--- src/verilog/css_pkg.sv ---
// Package for the clock status and source select register slice.
// Assumes a byte-wide register port with 10-bit addresses.
package css_pkg;
  localparam int ADDR_W = 10;
  localparam int DATA_W = 8;
  localparam int SEL_W = 6;
  localparam int DYN_N = 4;

  // Register offsets
  localparam logic [9:0] OFS_DIV_SEL_LO = 10'h1ba;
  localparam logic [9:0] OFS_CHAN_CTRL = 10'h1bb;
  localparam logic [9:0] OFS_LOCK_STAT = 10'h22c;
  localparam logic [9:0] OFS_HOLD_STAT = 10'h22d;
  localparam logic [9:0] OFS_MON_SEL = 10'h230;

  // Field positions
  localparam int POS_DIV_SEL_LO = 5;
  localparam int POS_PWRDN = 7;
  localparam int POS_DIV_SEL_HI = 4;
  localparam int POS_VCXO = 0;
  localparam int POS_HOLD = 3;
  localparam int POS_AUTOSEL = 2;
  localparam int POS_CAL = 0;

  // Reset values
  localparam logic [2:0] RST_DIV_SEL_LO = 3'h0;
  localparam logic [7:0] RST_CHAN_CTRL = 8'h00;
  localparam logic [5:0] RST_MON_SEL = 6'h00;

  // Monitor selector codes
  localparam logic [5:0] MON_GND = 6'h00;
  localparam logic [5:0] MON_BOTH_LOCK = 6'h01;
  localparam logic [5:0] MON_IN_LOCK = 6'h02;
  localparam logic [5:0] MON_OUT_LOCK = 6'h03;
  localparam logic [5:0] MON_REFS_LOST = 6'h04;
  localparam logic [5:0] MON_LOST_LOCK = 6'h05;
  localparam logic [5:0] MON_AUTO_SEC = 6'h06;
  localparam logic [5:0] MON_PRI_OK = 6'h07;
  localparam logic [5:0] MON_SEC_OK = 6'h08;
  localparam logic [5:0] MON_TEST_OK = 6'h09;
  localparam logic [5:0] MON_VCXO_OK = 6'h0a;
  localparam logic [5:0] MON_FB_OK = 6'h0b;
  localparam logic [5:0] MON_OREF_OK = 6'h0c;
  localparam logic [5:0] MON_REFS_OK = 6'h0e;
  localparam logic [5:0] MON_ALL_OK = 6'h0f;
  localparam logic [5:0] MON_DYN_BASE = 6'h10;
  localparam logic [5:0] MON_DYN_LAST = 6'h13;

  typedef struct packed {
    logic output_pll_ref_ok;
    logic output_pll_fb_ok;
    logic vcxo_ok;
    logic test_ref_ok;
    logic secondary_reference_ok;
    logic primary_reference_ok;
    logic output_pll_locked;
    logic input_pll_locked;
    logic input_pll_fb_ok;
    logic holdover;
    logic secondary_auto_selected;
    logic vco_cal_busy;
  } css_flags_t;

  // Index 0 feedback, 1 down pulse, 2 reference, 3 up pulse
  typedef logic [3:0] css_dyn_t;

  typedef struct packed {
    logic wr;
    logic rd;
    logic [9:0] addr;
    logic [7:0] wdata;
  } css_req_t;

  typedef struct packed {
    logic [2:0] div_sel_lo;
    logic [7:0] chan_ctrl;
    logic [5:0] mon_sel;
    logic [3:0] dyn_prev;
    logic [3:0] dyn_half;
    logic pin;
    logic [7:0] rd_data;
    logic rd_valid;
  } css_state_t;
endpackage

--- src/verilog/css_regs.sv ---
// Clock source select controls, readback flags and status pin selector.
// Assumes the serial control port delivers decoded byte accesses in
// this clock domain and that all flag inputs are synchronous to clk.
//
// Behaviour
// - Control bit 7 powers down input PLL driver
// - Bits 6:4 pick divider for channels 9:7
// - Bits 3:0 route VCXO to channels 3:0
// - First readback bits 7:2 show clock presence
// - First readback bits 1:0 show PLL locks
// - Second readback bit 3 shows holdover
// - Second readback bit 2 shows auto-chosen reference
// - Bit 0 shows calibration; other bits reserved
// - Six-bit selector drives status pin; zero grounds
// - Codes 1-3 show lock conditions
// - Codes 4-5 show lost references
// - Code 6 auto-select, 7-12 presence flags
// - Code 13 reserved, 14-15 combined presence
// - Codes 16-19 halved dynamics, 20-63 ground
// - Preceding register bits 7:5 pick divider, channels 6:4
`timescale 1ns/1ps

module css_regs (
  input wire logic clk,
  input wire logic rst_b,
  input wire logic clk_en,
  input wire css_pkg::css_req_t req,
  input wire css_pkg::css_flags_t flags,
  input wire css_pkg::css_dyn_t dyn,
  output logic input_pll_out_powerdown,
  output logic [5:0] channel_divider_source_select,
  output logic [3:0] vcxo_route,
  output logic status_pin_zero,
  output logic [7:0] rd_data,
  output logic rd_valid
);
  css_pkg::css_state_t q;
  css_pkg::css_state_t next_q;
  logic [7:0] lock_word;
  logic [7:0] hold_word;
  logic [7:0] ctrl_word;
  logic [7:0] sel_lo_word;
  logic [7:0] mon_word;
  logic mon_level;
  logic [5:0] dyn_idx;

  always_comb begin
    lock_word = {flags.output_pll_ref_ok,
                 flags.output_pll_fb_ok,
                 flags.vcxo_ok,
                 flags.test_ref_ok,
                 flags.secondary_reference_ok,
                 flags.primary_reference_ok,
                 flags.output_pll_locked,
                 flags.input_pll_locked};
    hold_word = 8'h00;
    hold_word[css_pkg::POS_HOLD] = flags.holdover;
    hold_word[css_pkg::POS_AUTOSEL] = flags.secondary_auto_selected;
    hold_word[css_pkg::POS_CAL] = flags.vco_cal_busy;
    ctrl_word = q.chan_ctrl;
    sel_lo_word = 8'h00;
    sel_lo_word[css_pkg::POS_DIV_SEL_LO +: 3] = q.div_sel_lo;
    mon_word = {2'h0, q.mon_sel};
  end

  // Monitor source for the current selector
  always_comb begin
    dyn_idx = q.mon_sel - css_pkg::MON_DYN_BASE;
    case (q.mon_sel)
      css_pkg::MON_GND: mon_level = 1'b0;
      css_pkg::MON_BOTH_LOCK: begin
        mon_level = flags.input_pll_locked & flags.output_pll_locked;
      end
      css_pkg::MON_IN_LOCK: mon_level = flags.input_pll_locked;
      css_pkg::MON_OUT_LOCK: mon_level = flags.output_pll_locked;
      css_pkg::MON_REFS_LOST: begin
        mon_level = ~flags.primary_reference_ok &
                    ~flags.secondary_reference_ok;
      end
      css_pkg::MON_LOST_LOCK: begin
        mon_level = ~flags.primary_reference_ok &
                    ~flags.secondary_reference_ok &
                    flags.output_pll_locked;
      end
      css_pkg::MON_AUTO_SEC: mon_level = flags.secondary_auto_selected;
      css_pkg::MON_PRI_OK: mon_level = flags.primary_reference_ok;
      css_pkg::MON_SEC_OK: mon_level = flags.secondary_reference_ok;
      css_pkg::MON_TEST_OK: mon_level = flags.test_ref_ok;
      css_pkg::MON_VCXO_OK: mon_level = flags.vcxo_ok;
      css_pkg::MON_FB_OK: mon_level = flags.input_pll_fb_ok;
      css_pkg::MON_OREF_OK: mon_level = flags.output_pll_ref_ok;
      css_pkg::MON_REFS_OK: begin
        mon_level = flags.primary_reference_ok &
                    flags.secondary_reference_ok;
      end
      css_pkg::MON_ALL_OK: begin
        mon_level = flags.primary_reference_ok &
                    flags.secondary_reference_ok &
                    flags.vcxo_ok &
                    flags.input_pll_fb_ok &
                    flags.output_pll_ref_ok &
                    flags.output_pll_fb_ok;
      end
      default: begin
        // Reserved code 13 and 20 upward ground the pin
        if (q.mon_sel >= css_pkg::MON_DYN_BASE &&
            q.mon_sel <= css_pkg::MON_DYN_LAST) begin
          mon_level = q.dyn_half[dyn_idx[1:0]];
        end else begin
          mon_level = 1'b0;
        end
      end
    endcase
  end

  always_comb begin
    next_q = q;
    if (clk_en) begin
      // Halving by toggling on each rising edge keeps the pin slow enough
      // to be observed; sampling at clk limits this to sub-half-rate inputs
      for (int i = 0; i < css_pkg::DYN_N; i++) begin
        if (dyn[i] && !q.dyn_prev[i]) begin
          next_q.dyn_half[i] = ~q.dyn_half[i];
        end
      end
      next_q.dyn_prev = dyn;
      next_q.pin = mon_level;
      if (req.wr) begin
        case (req.addr)
          css_pkg::OFS_DIV_SEL_LO: begin
            next_q.div_sel_lo = req.wdata[css_pkg::POS_DIV_SEL_LO +: 3];
          end
          css_pkg::OFS_CHAN_CTRL: next_q.chan_ctrl = req.wdata;
          css_pkg::OFS_MON_SEL: begin
            next_q.mon_sel = req.wdata[css_pkg::SEL_W-1:0];
          end
          default: next_q.chan_ctrl = q.chan_ctrl;
        endcase
      end
      next_q.rd_valid = req.rd;
      if (req.rd) begin
        case (req.addr)
          css_pkg::OFS_DIV_SEL_LO: next_q.rd_data = sel_lo_word;
          css_pkg::OFS_CHAN_CTRL: next_q.rd_data = ctrl_word;
          css_pkg::OFS_LOCK_STAT: next_q.rd_data = lock_word;
          css_pkg::OFS_HOLD_STAT: next_q.rd_data = hold_word;
          css_pkg::OFS_MON_SEL: next_q.rd_data = mon_word;
          default: next_q.rd_data = 8'h00;
        endcase
      end else begin
        next_q.rd_data = 8'h00;
      end
    end
  end

  always_ff @(posedge clk or negedge rst_b) begin
    if (!rst_b) begin
      q.div_sel_lo <= css_pkg::RST_DIV_SEL_LO;
      q.chan_ctrl <= css_pkg::RST_CHAN_CTRL;
      q.mon_sel <= css_pkg::RST_MON_SEL;
      q.dyn_prev <= 4'h0;
      q.dyn_half <= 4'h0;
      q.pin <= 1'b0;
      q.rd_data <= 8'h00;
      q.rd_valid <= 1'b0;
    end else begin
      q <= next_q;
    end
  end

  assign input_pll_out_powerdown = q.chan_ctrl[css_pkg::POS_PWRDN];
  assign channel_divider_source_select = {
    q.chan_ctrl[css_pkg::POS_DIV_SEL_HI +: 3], q.div_sel_lo};
  assign vcxo_route = q.chan_ctrl[css_pkg::POS_VCXO +: 4];
  assign status_pin_zero = q.pin;
  assign rd_data = q.rd_data;
  assign rd_valid = q.rd_valid;

  a_pwrdn_write: assert property (
    @(posedge clk) disable iff (!rst_b)
    clk_en && req.wr && req.addr == css_pkg::OFS_CHAN_CTRL
    |=> input_pll_out_powerdown == $past(req.wdata[7]))
    else $error("power-down bit did not follow write");

  a_hi_div_sel: assert property (
    @(posedge clk) disable iff (!rst_b)
    clk_en && req.wr && req.addr == css_pkg::OFS_CHAN_CTRL
    |=> channel_divider_source_select[5:3] == $past(req.wdata[6:4]))
    else $error("channels 9 to 7 select did not follow write");

  a_vcxo_route: assert property (
    @(posedge clk) disable iff (!rst_b)
    clk_en && req.wr && req.addr == css_pkg::OFS_CHAN_CTRL
    |=> vcxo_route == $past(req.wdata[3:0]))
    else $error("VCXO routing did not follow write");

  a_lo_div_sel: assert property (
    @(posedge clk) disable iff (!rst_b)
    clk_en && req.wr && req.addr == css_pkg::OFS_DIV_SEL_LO
    |=> channel_divider_source_select[2:0] == $past(req.wdata[7:5]))
    else $error("channels 6 to 4 select did not follow write");

  a_lock_read: assert property (
    @(posedge clk) disable iff (!rst_b)
    clk_en && req.rd && req.addr == css_pkg::OFS_LOCK_STAT
    |=> rd_valid && rd_data == {$past(flags.output_pll_ref_ok),
      $past(flags.output_pll_fb_ok), $past(flags.vcxo_ok),
      $past(flags.test_ref_ok), $past(flags.secondary_reference_ok),
      $past(flags.primary_reference_ok), $past(flags.output_pll_locked),
      $past(flags.input_pll_locked)})
    else $error("first readback does not match flags");

  a_hold_read: assert property (
    @(posedge clk) disable iff (!rst_b)
    clk_en && req.rd && req.addr == css_pkg::OFS_HOLD_STAT
    |=> rd_data[3] == $past(flags.holdover) &&
        rd_data[2] == $past(flags.secondary_auto_selected) &&
        rd_data[0] == $past(flags.vco_cal_busy) &&
        rd_data[7:4] == 4'h0 && !rd_data[1])
    else $error("second readback does not match flags");

  a_ro_ignored: assert property (
    @(posedge clk) disable iff (!rst_b)
    clk_en && req.wr && (req.addr == css_pkg::OFS_LOCK_STAT ||
      req.addr == css_pkg::OFS_HOLD_STAT)
    |=> $stable(q.chan_ctrl) && $stable(q.mon_sel) && $stable(q.div_sel_lo))
    else $error("write to readback register changed state");

  a_pin_gnd: assert property (
    @(posedge clk) disable iff (!rst_b)
    clk_en && q.mon_sel == css_pkg::MON_GND |=> !status_pin_zero)
    else $error("status pin not grounded for code zero");

  a_pin_both_lock: assert property (
    @(posedge clk) disable iff (!rst_b)
    clk_en && q.mon_sel == css_pkg::MON_BOTH_LOCK
    |=> status_pin_zero ==
        $past(flags.input_pll_locked && flags.output_pll_locked))
    else $error("status pin wrong for both-locked code");

  a_pin_refs_lost: assert property (
    @(posedge clk) disable iff (!rst_b)
    clk_en && q.mon_sel == css_pkg::MON_REFS_LOST
    |=> status_pin_zero == $past(!flags.primary_reference_ok &&
        !flags.secondary_reference_ok))
    else $error("status pin wrong for lost references code");

  a_pin_vcxo: assert property (
    @(posedge clk) disable iff (!rst_b)
    clk_en && q.mon_sel == css_pkg::MON_VCXO_OK
    |=> status_pin_zero == $past(flags.vcxo_ok))
    else $error("status pin wrong for VCXO code");

  a_pin_reserved: assert property (
    @(posedge clk) disable iff (!rst_b)
    clk_en && (q.mon_sel == 6'h0d || q.mon_sel > css_pkg::MON_DYN_LAST)
    |=> !status_pin_zero)
    else $error("status pin not grounded for reserved code");

  a_pin_halved: assert property (
    @(posedge clk) disable iff (!rst_b)
    clk_en && q.mon_sel == css_pkg::MON_DYN_BASE && dyn[0] && !q.dyn_prev[0]
    ##1 clk_en && q.mon_sel == css_pkg::MON_DYN_BASE
    |=> status_pin_zero != $past(status_pin_zero, 2))
    else $error("halved feedback did not toggle on rising edge");
endmodule

--- config.mk ---
export PLATFORM = sky130hd
export DESIGN_NAME = css_regs
export DESIGN_NICKNAME = d
export VERILOG_FILES = /design/src/verilog/css_pkg.sv /design/src/verilog/css_regs.sv
export SDC_FILE = /design/constraint.sdc
export NUM_CORES = 1
export LEC_CHECK = 0
export ABC_AREA = 0
export BUFFER_PORTS_ARGS = -buffer_cell sky130_fd_sc_hd__clkbuf_2
export CAP_MARGIN = 10
export CELL_PAD_IN_SITES_DETAIL_PLACEMENT = 1
export CELL_PAD_IN_SITES_GLOBAL_PLACEMENT = 2
export CORE_UTILIZATION = 34
export CTS_CLUSTER_SIZE = 10
export DETAILED_ROUTE_END_ITERATION = 12
export PLACE_DENSITY_LB_ADDON = 0.05
export REMOVE_ABC_BUFFERS = 1
export SLEW_MARGIN = 15
export SYNTH_ARGS = -nofsm -noshare
export SYNTH_HDL_FRONTEND = slang
export SYNTH_SLANG_ARGS = --single-unit
--- constraint.sdc ---
create_clock -name clk -period 2.9 [get_ports clk]
set_input_delay 0.29 -clock clk [delete_from_list [all_inputs] [get_ports clk]]
set_output_delay 0.29 -clock clk [all_outputs]
set_load 0.02 [all_outputs]
; Word level (Yosys, flattened, before mapping)
; Cells that the tools add are included.
[totals]
regBits = 35
input_bits = 39
wordCells = 71
[op_classes]
add_sub_neg = 1
order_cmp = 3
n_eq_ne = 19
mux = 6
bitwise = 14
n_reduce_logical = 17
[ops]
columns = op, count
row1 = "equality test 6 x 4 -> 1 bit, second input constant", 7
row2 = case mux 8 bit (5 select lines), 1
row3 = "equality test 10 bit, second input constant", 3
row4 = "equality test 6 x 3 -> 1 bit, second input constant", 4
row5 = "equality test 10 x 9 -> 1 bit, second input constant", 2
row6 = case mux 1 bit (15 select lines), 1
row7 = "equality test 6 x 2 -> 1 bit, second input constant", 2
row8 = AND reduction 3 bit, 3
row9 = bitwise AND 1 bit, 8
row10 = 2-to-1 mux 8 bit, 1
row11 = AND reduction 2 bit, 4
row12 = "equality test 6 x 1 -> 1 bit, second input constant", 1
row13 = ">= comparator 6 x 5 -> 1 bit, second input constant", 1
row14 = "<= comparator 6 x 5 -> 1 bit, second input constant", 1
row15 = zero test 6 bit, 1
row16 = inverter 1 bit, 6
row17 = logical AND 1 bit, 5
row18 = zero test 1 bit, 4
row19 = "less-than comparator 2 x 3 -> 1 bit, second input constant", 1
row20 = binary-select mux 1 bit (select 2 bit), 1
row21 = 2-to-1 mux 1 bit, 2
row22 = "subtractor 2 x 1 -> 2 bit, second input constant", 1

; Logic depth before layout (Yosys ltp)
[depth]
ltp_word = 6
depth_mapped = 5
ltp_nobuf = 4

; Worst setup path before layout
; OpenSTA, ideal clock, no wires.
[synth_timing]
path_kind = input-to-reg
from = input req[14] in the netlist's numbering
to = register q, in the netlist channel_divider_source_select[0]
setup_time_ns = 0.125
arrival_ns = 1.516
t_required_ns = 2.775
path_slack_ns = 1.259
stages = 4
path_buffers = 0
path_cell_list = nand4b_1 -> nor3_2 -> nor3b_2 -> mux2_2
[synth_via]
elab_chain_cells = 2
[synth_lines]
columns = item, line_no
row1 = "start, declared", css_regs.sv:27  ; input wire css_pkg::css_req_t req,
row2 = equality test 10 x 9 -> 1 bit, css_regs.sv:129  ; case (req.addr)
row3 = AND reduction 3 bit (no line), n/a
row4 = "end signal, assigned", css_regs.sv:167  ; q <= next_q;
row5 = "end, declared", css_regs.sv:37  ; css_pkg::css_state_t q;
; Every way passes these cells.
; A chain may end at the register's enable or synchronous reset.

; Worst setup path in the final report
[layout_timing]
from = input clk_en
to = register q, in the netlist ctrl_word[0]
[layout_via]
elab_chain_cells = 1
[layout_lines]
columns = item, line_no
row1 = "start, declared", css_regs.sv:26  ; input wire logic clk_en,
row2 = AND reduction 3 bit (no line), n/a
; Every way passes these cells.

==> insert_results.sql <==
INSERT INTO impl_metrics (metric_group, metric, value, unit) VALUES
('worst_setup_path', 'cp_slowest_stage_delay', '650', 'ps'),
('sta', 'timing.slew.headroom', '0.399', ''),
('layout', 'multi_input_logic_area', '937', 'um^2'),
('cts', 'h_tree_lvl_count', '2', ''),
('sta', 'grt_setup_unrepaired', 'no', ''),
('worst_setup_path', 'worst_setup_path_category', 'input pin to flop', ''),
('worst_setup_path', 'cp_top_family', 'simple AND/OR/NAND/NOR gates', ''),
('worst_setup_path', 'reg2reg_launch_point', 'mon_word[0]', ''),
('sta', 'clock_skew', '8.13', 'ps'),
('synthesis', 'synth_enable_flop_cells', '0', ''),
('sta', 'timing.final.hold_violations', '0', ''),
('synthesis', 'area_share_of_and_or_nand_nor_cells_after_synthesis', '0.167', ''),
('detailed_routing', 'dr_total_vias', '1630', ''),
('sta', 'report.final.setup_viol', '0', ''),
('worst_setup_path', 'critical_path_buf_inv_count', '1', ''),
('worst_setup_path', 'crit_path_launch_type', 'input pin', ''),
('cts', 'clock_tree.buffer_depth', '2', ''),
('sta', 'maxSlewViolCount', '0', ''),
('cts', 'clock_latency', '290', 'ps'),
('pwr', 'power.ir.vdd_worst', '0.257', 'mV'),
('global_route', 'via_count_of_the_first_global_routing_pass', '1686', ''),
('die', 'initial_core_utilization', '0.360', ''),
('detailed_routing', 'vias_per_cell', '5.29', ''),
('worst_setup_path', 'worst-r2r-setup-slack', '1360', 'ps'),
('worst_setup_path', 'rr_endpoint', 'status_pin_zero', ''),
('layout', 'fraction_of_final_layout_cells_with_drive_strength_greater_than_1', '0.407', ''),
('synthesis', 'synth-seq-area-share', '0.432', ''),
('pwr', 'powerDensity', '482', 'nW/um^2'),
('synthesis', 'synth_ff_type', 'sky130_fd_sc_hd__dfrtp_1', ''),
('sta', 'timing.final.crit_share', '0.639', ''),
('synthesis', 'count_of_distinct_cell_types_in_the_synthesized_netlist', '40', ''),
('worst_setup_path', 'worst_setup_path_end_kind', 'flop', ''),
('synthesis', 'cell_count_after_synthesis', '193', ''),
('placed_design', 'dpl.cell_count', '300', ''),
('global_route', 'grtUsageTotal', '0.190', ''),
('die', 'fp-row-count', '27', ''),
('placed_design', 'routabilityCongestion', '0.806', ''),
('synthesis', 'synth-compound-area-share', '0.146', ''),
('job', 'max_cap_viol_count', '0', ''),
('cts', 'tritoncts', 'yes', ''),
('synthesis', 'synth_seq_cells', '35', ''),
('outcome', 'status', 'finished, final reports clean', ''),
('sta', 'post-route-min-period', '1850', 'ps'),
('cts', 'clock_tree.root_cell', 'sky130_fd_sc_hd__clkbuf_8', ''),
('detailed_routing', 'detailedRoute.firstIterationViolations', '44', ''),
('pwr', 'report.power.total', '1.14', 'mW'),
('placed_design', 'postPlaceCellArea', '2250', 'um^2'),
('sta', 'hold_slack', '111', 'ps'),
('placed_design', 'detailedPlacementHpwl', '4190', 'um'),
('hold_path', 'hp-class', 'input pin to async pin', ''),
('die', 'die_area', '6280', 'um^2'),
('detailed_routing', 'wl_per_instance', '17.8', 'um'),
('worst_setup_path', 'cpMaxStageDelayCell', 'sky130_fd_sc_hd__nor4_4', ''),
('cts', 'cts.repair_timing.setup_buffer_count', '0', ''),
('worst_setup_path', 'critical_path_rt', '3070', 'ps'),
('global_route', 'global_route_wire_length_before_repair', '9020', 'um'),
('global_route', 'overflow', '0', ''),
('synthesis', 'synth.yosys.warnings', '0', ''),
('die', 'die_w', '79.2', 'um'),
('layout', 'fillCellCount', '653', ''),
('layout', 'n_antenna_cell', '0', ''),
('worst_setup_path', 'timing.reg2reg.worst_path_depth', '4', ''),
('worst_setup_path', 'path_max_fanout', '23', ''),
('pwr', 'total_leakage_power', '1.09', 'nW'),
('detailed_routing', 'post-route-drc-count', '0', ''),
('cts', 'cts_made_buffers', '5', ''),
('cts', 'post_cts_hold_buffer_count', '0', ''),
('die', 'core_area', '5640', 'um^2'),
('synthesis', 'avgSynthCellArea', '10.5', 'um^2'),
('synthesis', 'synth.area.mux_share', '0.132', ''),
('synthesis', 'post_synth_xor_area_fraction', '0.0173', '');
[worst max path at each step]
stage | from | end | slack (ps) | cells after the start
6_report | clk_en | ctrl_word[0] | 1050 | 4
5_1_grt | clk_en | ctrl_word[0] | 950 | 4
4_1_cts | clk_en | ctrl_word[5] | 1050 | 4
3_5_place_dp | clk_en | ctrl_word[4] | 750 | 4
3_3_place_gp | clk_en | ctrl_word[0] | 820 | 4
2_1_floorplan | req[14] | channel_divider_source_select[0] | 1260 | 4
[worst reg2reg max path: stages, from the launching register on]
cell and delay [ps]:
sky130_fd_sc_hd__dfrtp_1 620, sky130_fd_sc_hd__mux4_2 560, sky130_fd_sc_hd__nand2_1 70, sky130_fd_sc_hd__a31o_2 140
sky130_fd_sc_hd__a31oi_1 40
[Yosys cell counts (all sizes together) (5+ instances only)]
master,instances,area [um^2]
a22o,5,43.8
a22oi,6,45.0
buf,19,140
clkbuf,5,18.8
dfrtp,35,876
inv,15,56.3
mux2,20,225
nand2,11,41.3
nand2b,6,37.5
nor2,7,26.3
nor4,5,61.3
o21ai,9,45.0
o22ai,6,37.5
[kinds of logic after synthesis]
logic type / after synthesis
xor+xnor: 4
compound gates: 43
buf+inv: 39
flops: 35
mux: 23
simple gates: 49
[report_power, final]
group	switching (mW)	internal, mW	total [mW]
clock	0.179	0.278	0.458
sequential	0.0286	0.526	0.555
combinational	0.0706	0.0598	0.130
total	0.279	0.864	1.14
[final cells by class]
cell class,instances,area share
Multi-Input combinational cell,119,0.395
Timing Repair Buffer,59,0.124
Inverter,15,0.0237
Sequential cell,35,0.369
Clock buffer,6,0.0348
Tap cell,72,0.0380
Clock inverter,2,0.0148
[state kept, by name, summed over array words and instances, names as in the netlist]
name                           flops
ctrl_word                          8
q                                  8
status_pin_zero                    1
rd_valid                           1
rd_data                            8
channel_divider_source_select      3
mon_word                           6
[metrics by stage]
step	setup slack (ps)	util
2_1_floorplan	1260	-
3_3_place_gp	817	0.400
3_5_place_dp	754	0.400
4_1_cts	1050	0.420
5_1_grt	946	0.420
6_report	1050	0.420
[cell usage in the layout (no fill, tap or decap), types with 2 or more instances in the layout]
| cell | count |
|---|---|
| sky130_fd_sc_hd__a211oi_1 | 2 |
| sky130_fd_sc_hd__a21boi_0 | 2 |
| sky130_fd_sc_hd__a21oi_1 | 4 |
| sky130_fd_sc_hd__a222oi_1 | 2 |
| sky130_fd_sc_hd__a22o_1 | 5 |
| sky130_fd_sc_hd__a22oi_1 | 6 |
| sky130_fd_sc_hd__a31oi_1 | 2 |
| sky130_fd_sc_hd__clkbuf_2 | 59 |
| sky130_fd_sc_hd__clkbuf_8 | 6 |
| sky130_fd_sc_hd__dfrtp_1 | 35 |
| sky130_fd_sc_hd__inv_1 | 15 |
| sky130_fd_sc_hd__mux2_2 | 20 |
| sky130_fd_sc_hd__mux2i_1 | 2 |
| sky130_fd_sc_hd__nand2_1 | 11 |
| sky130_fd_sc_hd__nand2b_1 | 6 |
| sky130_fd_sc_hd__nand3b_1 | 4 |
| sky130_fd_sc_hd__nand4b_1 | 2 |
| sky130_fd_sc_hd__nor2_1 | 7 |
| sky130_fd_sc_hd__nor3_1 | 2 |
| sky130_fd_sc_hd__nor3_2 | 2 |
| sky130_fd_sc_hd__nor4_1 | 3 |
| sky130_fd_sc_hd__nor4_4 | 2 |
| sky130_fd_sc_hd__nor4b_1 | 2 |
| sky130_fd_sc_hd__o211ai_1 | 2 |
| sky130_fd_sc_hd__o21ai_0 | 9 |
| sky130_fd_sc_hd__o22ai_1 | 6 |
| sky130_fd_sc_hd__xor2_1 | 4 |
[metal layers]
layer	track usage	wire length [um]
met1	0.268	2720
met2	0.290	2500
met3	0.0471	258
met4	0.0436	15
met5	0	0
Power figures use the tool's default switching activity.
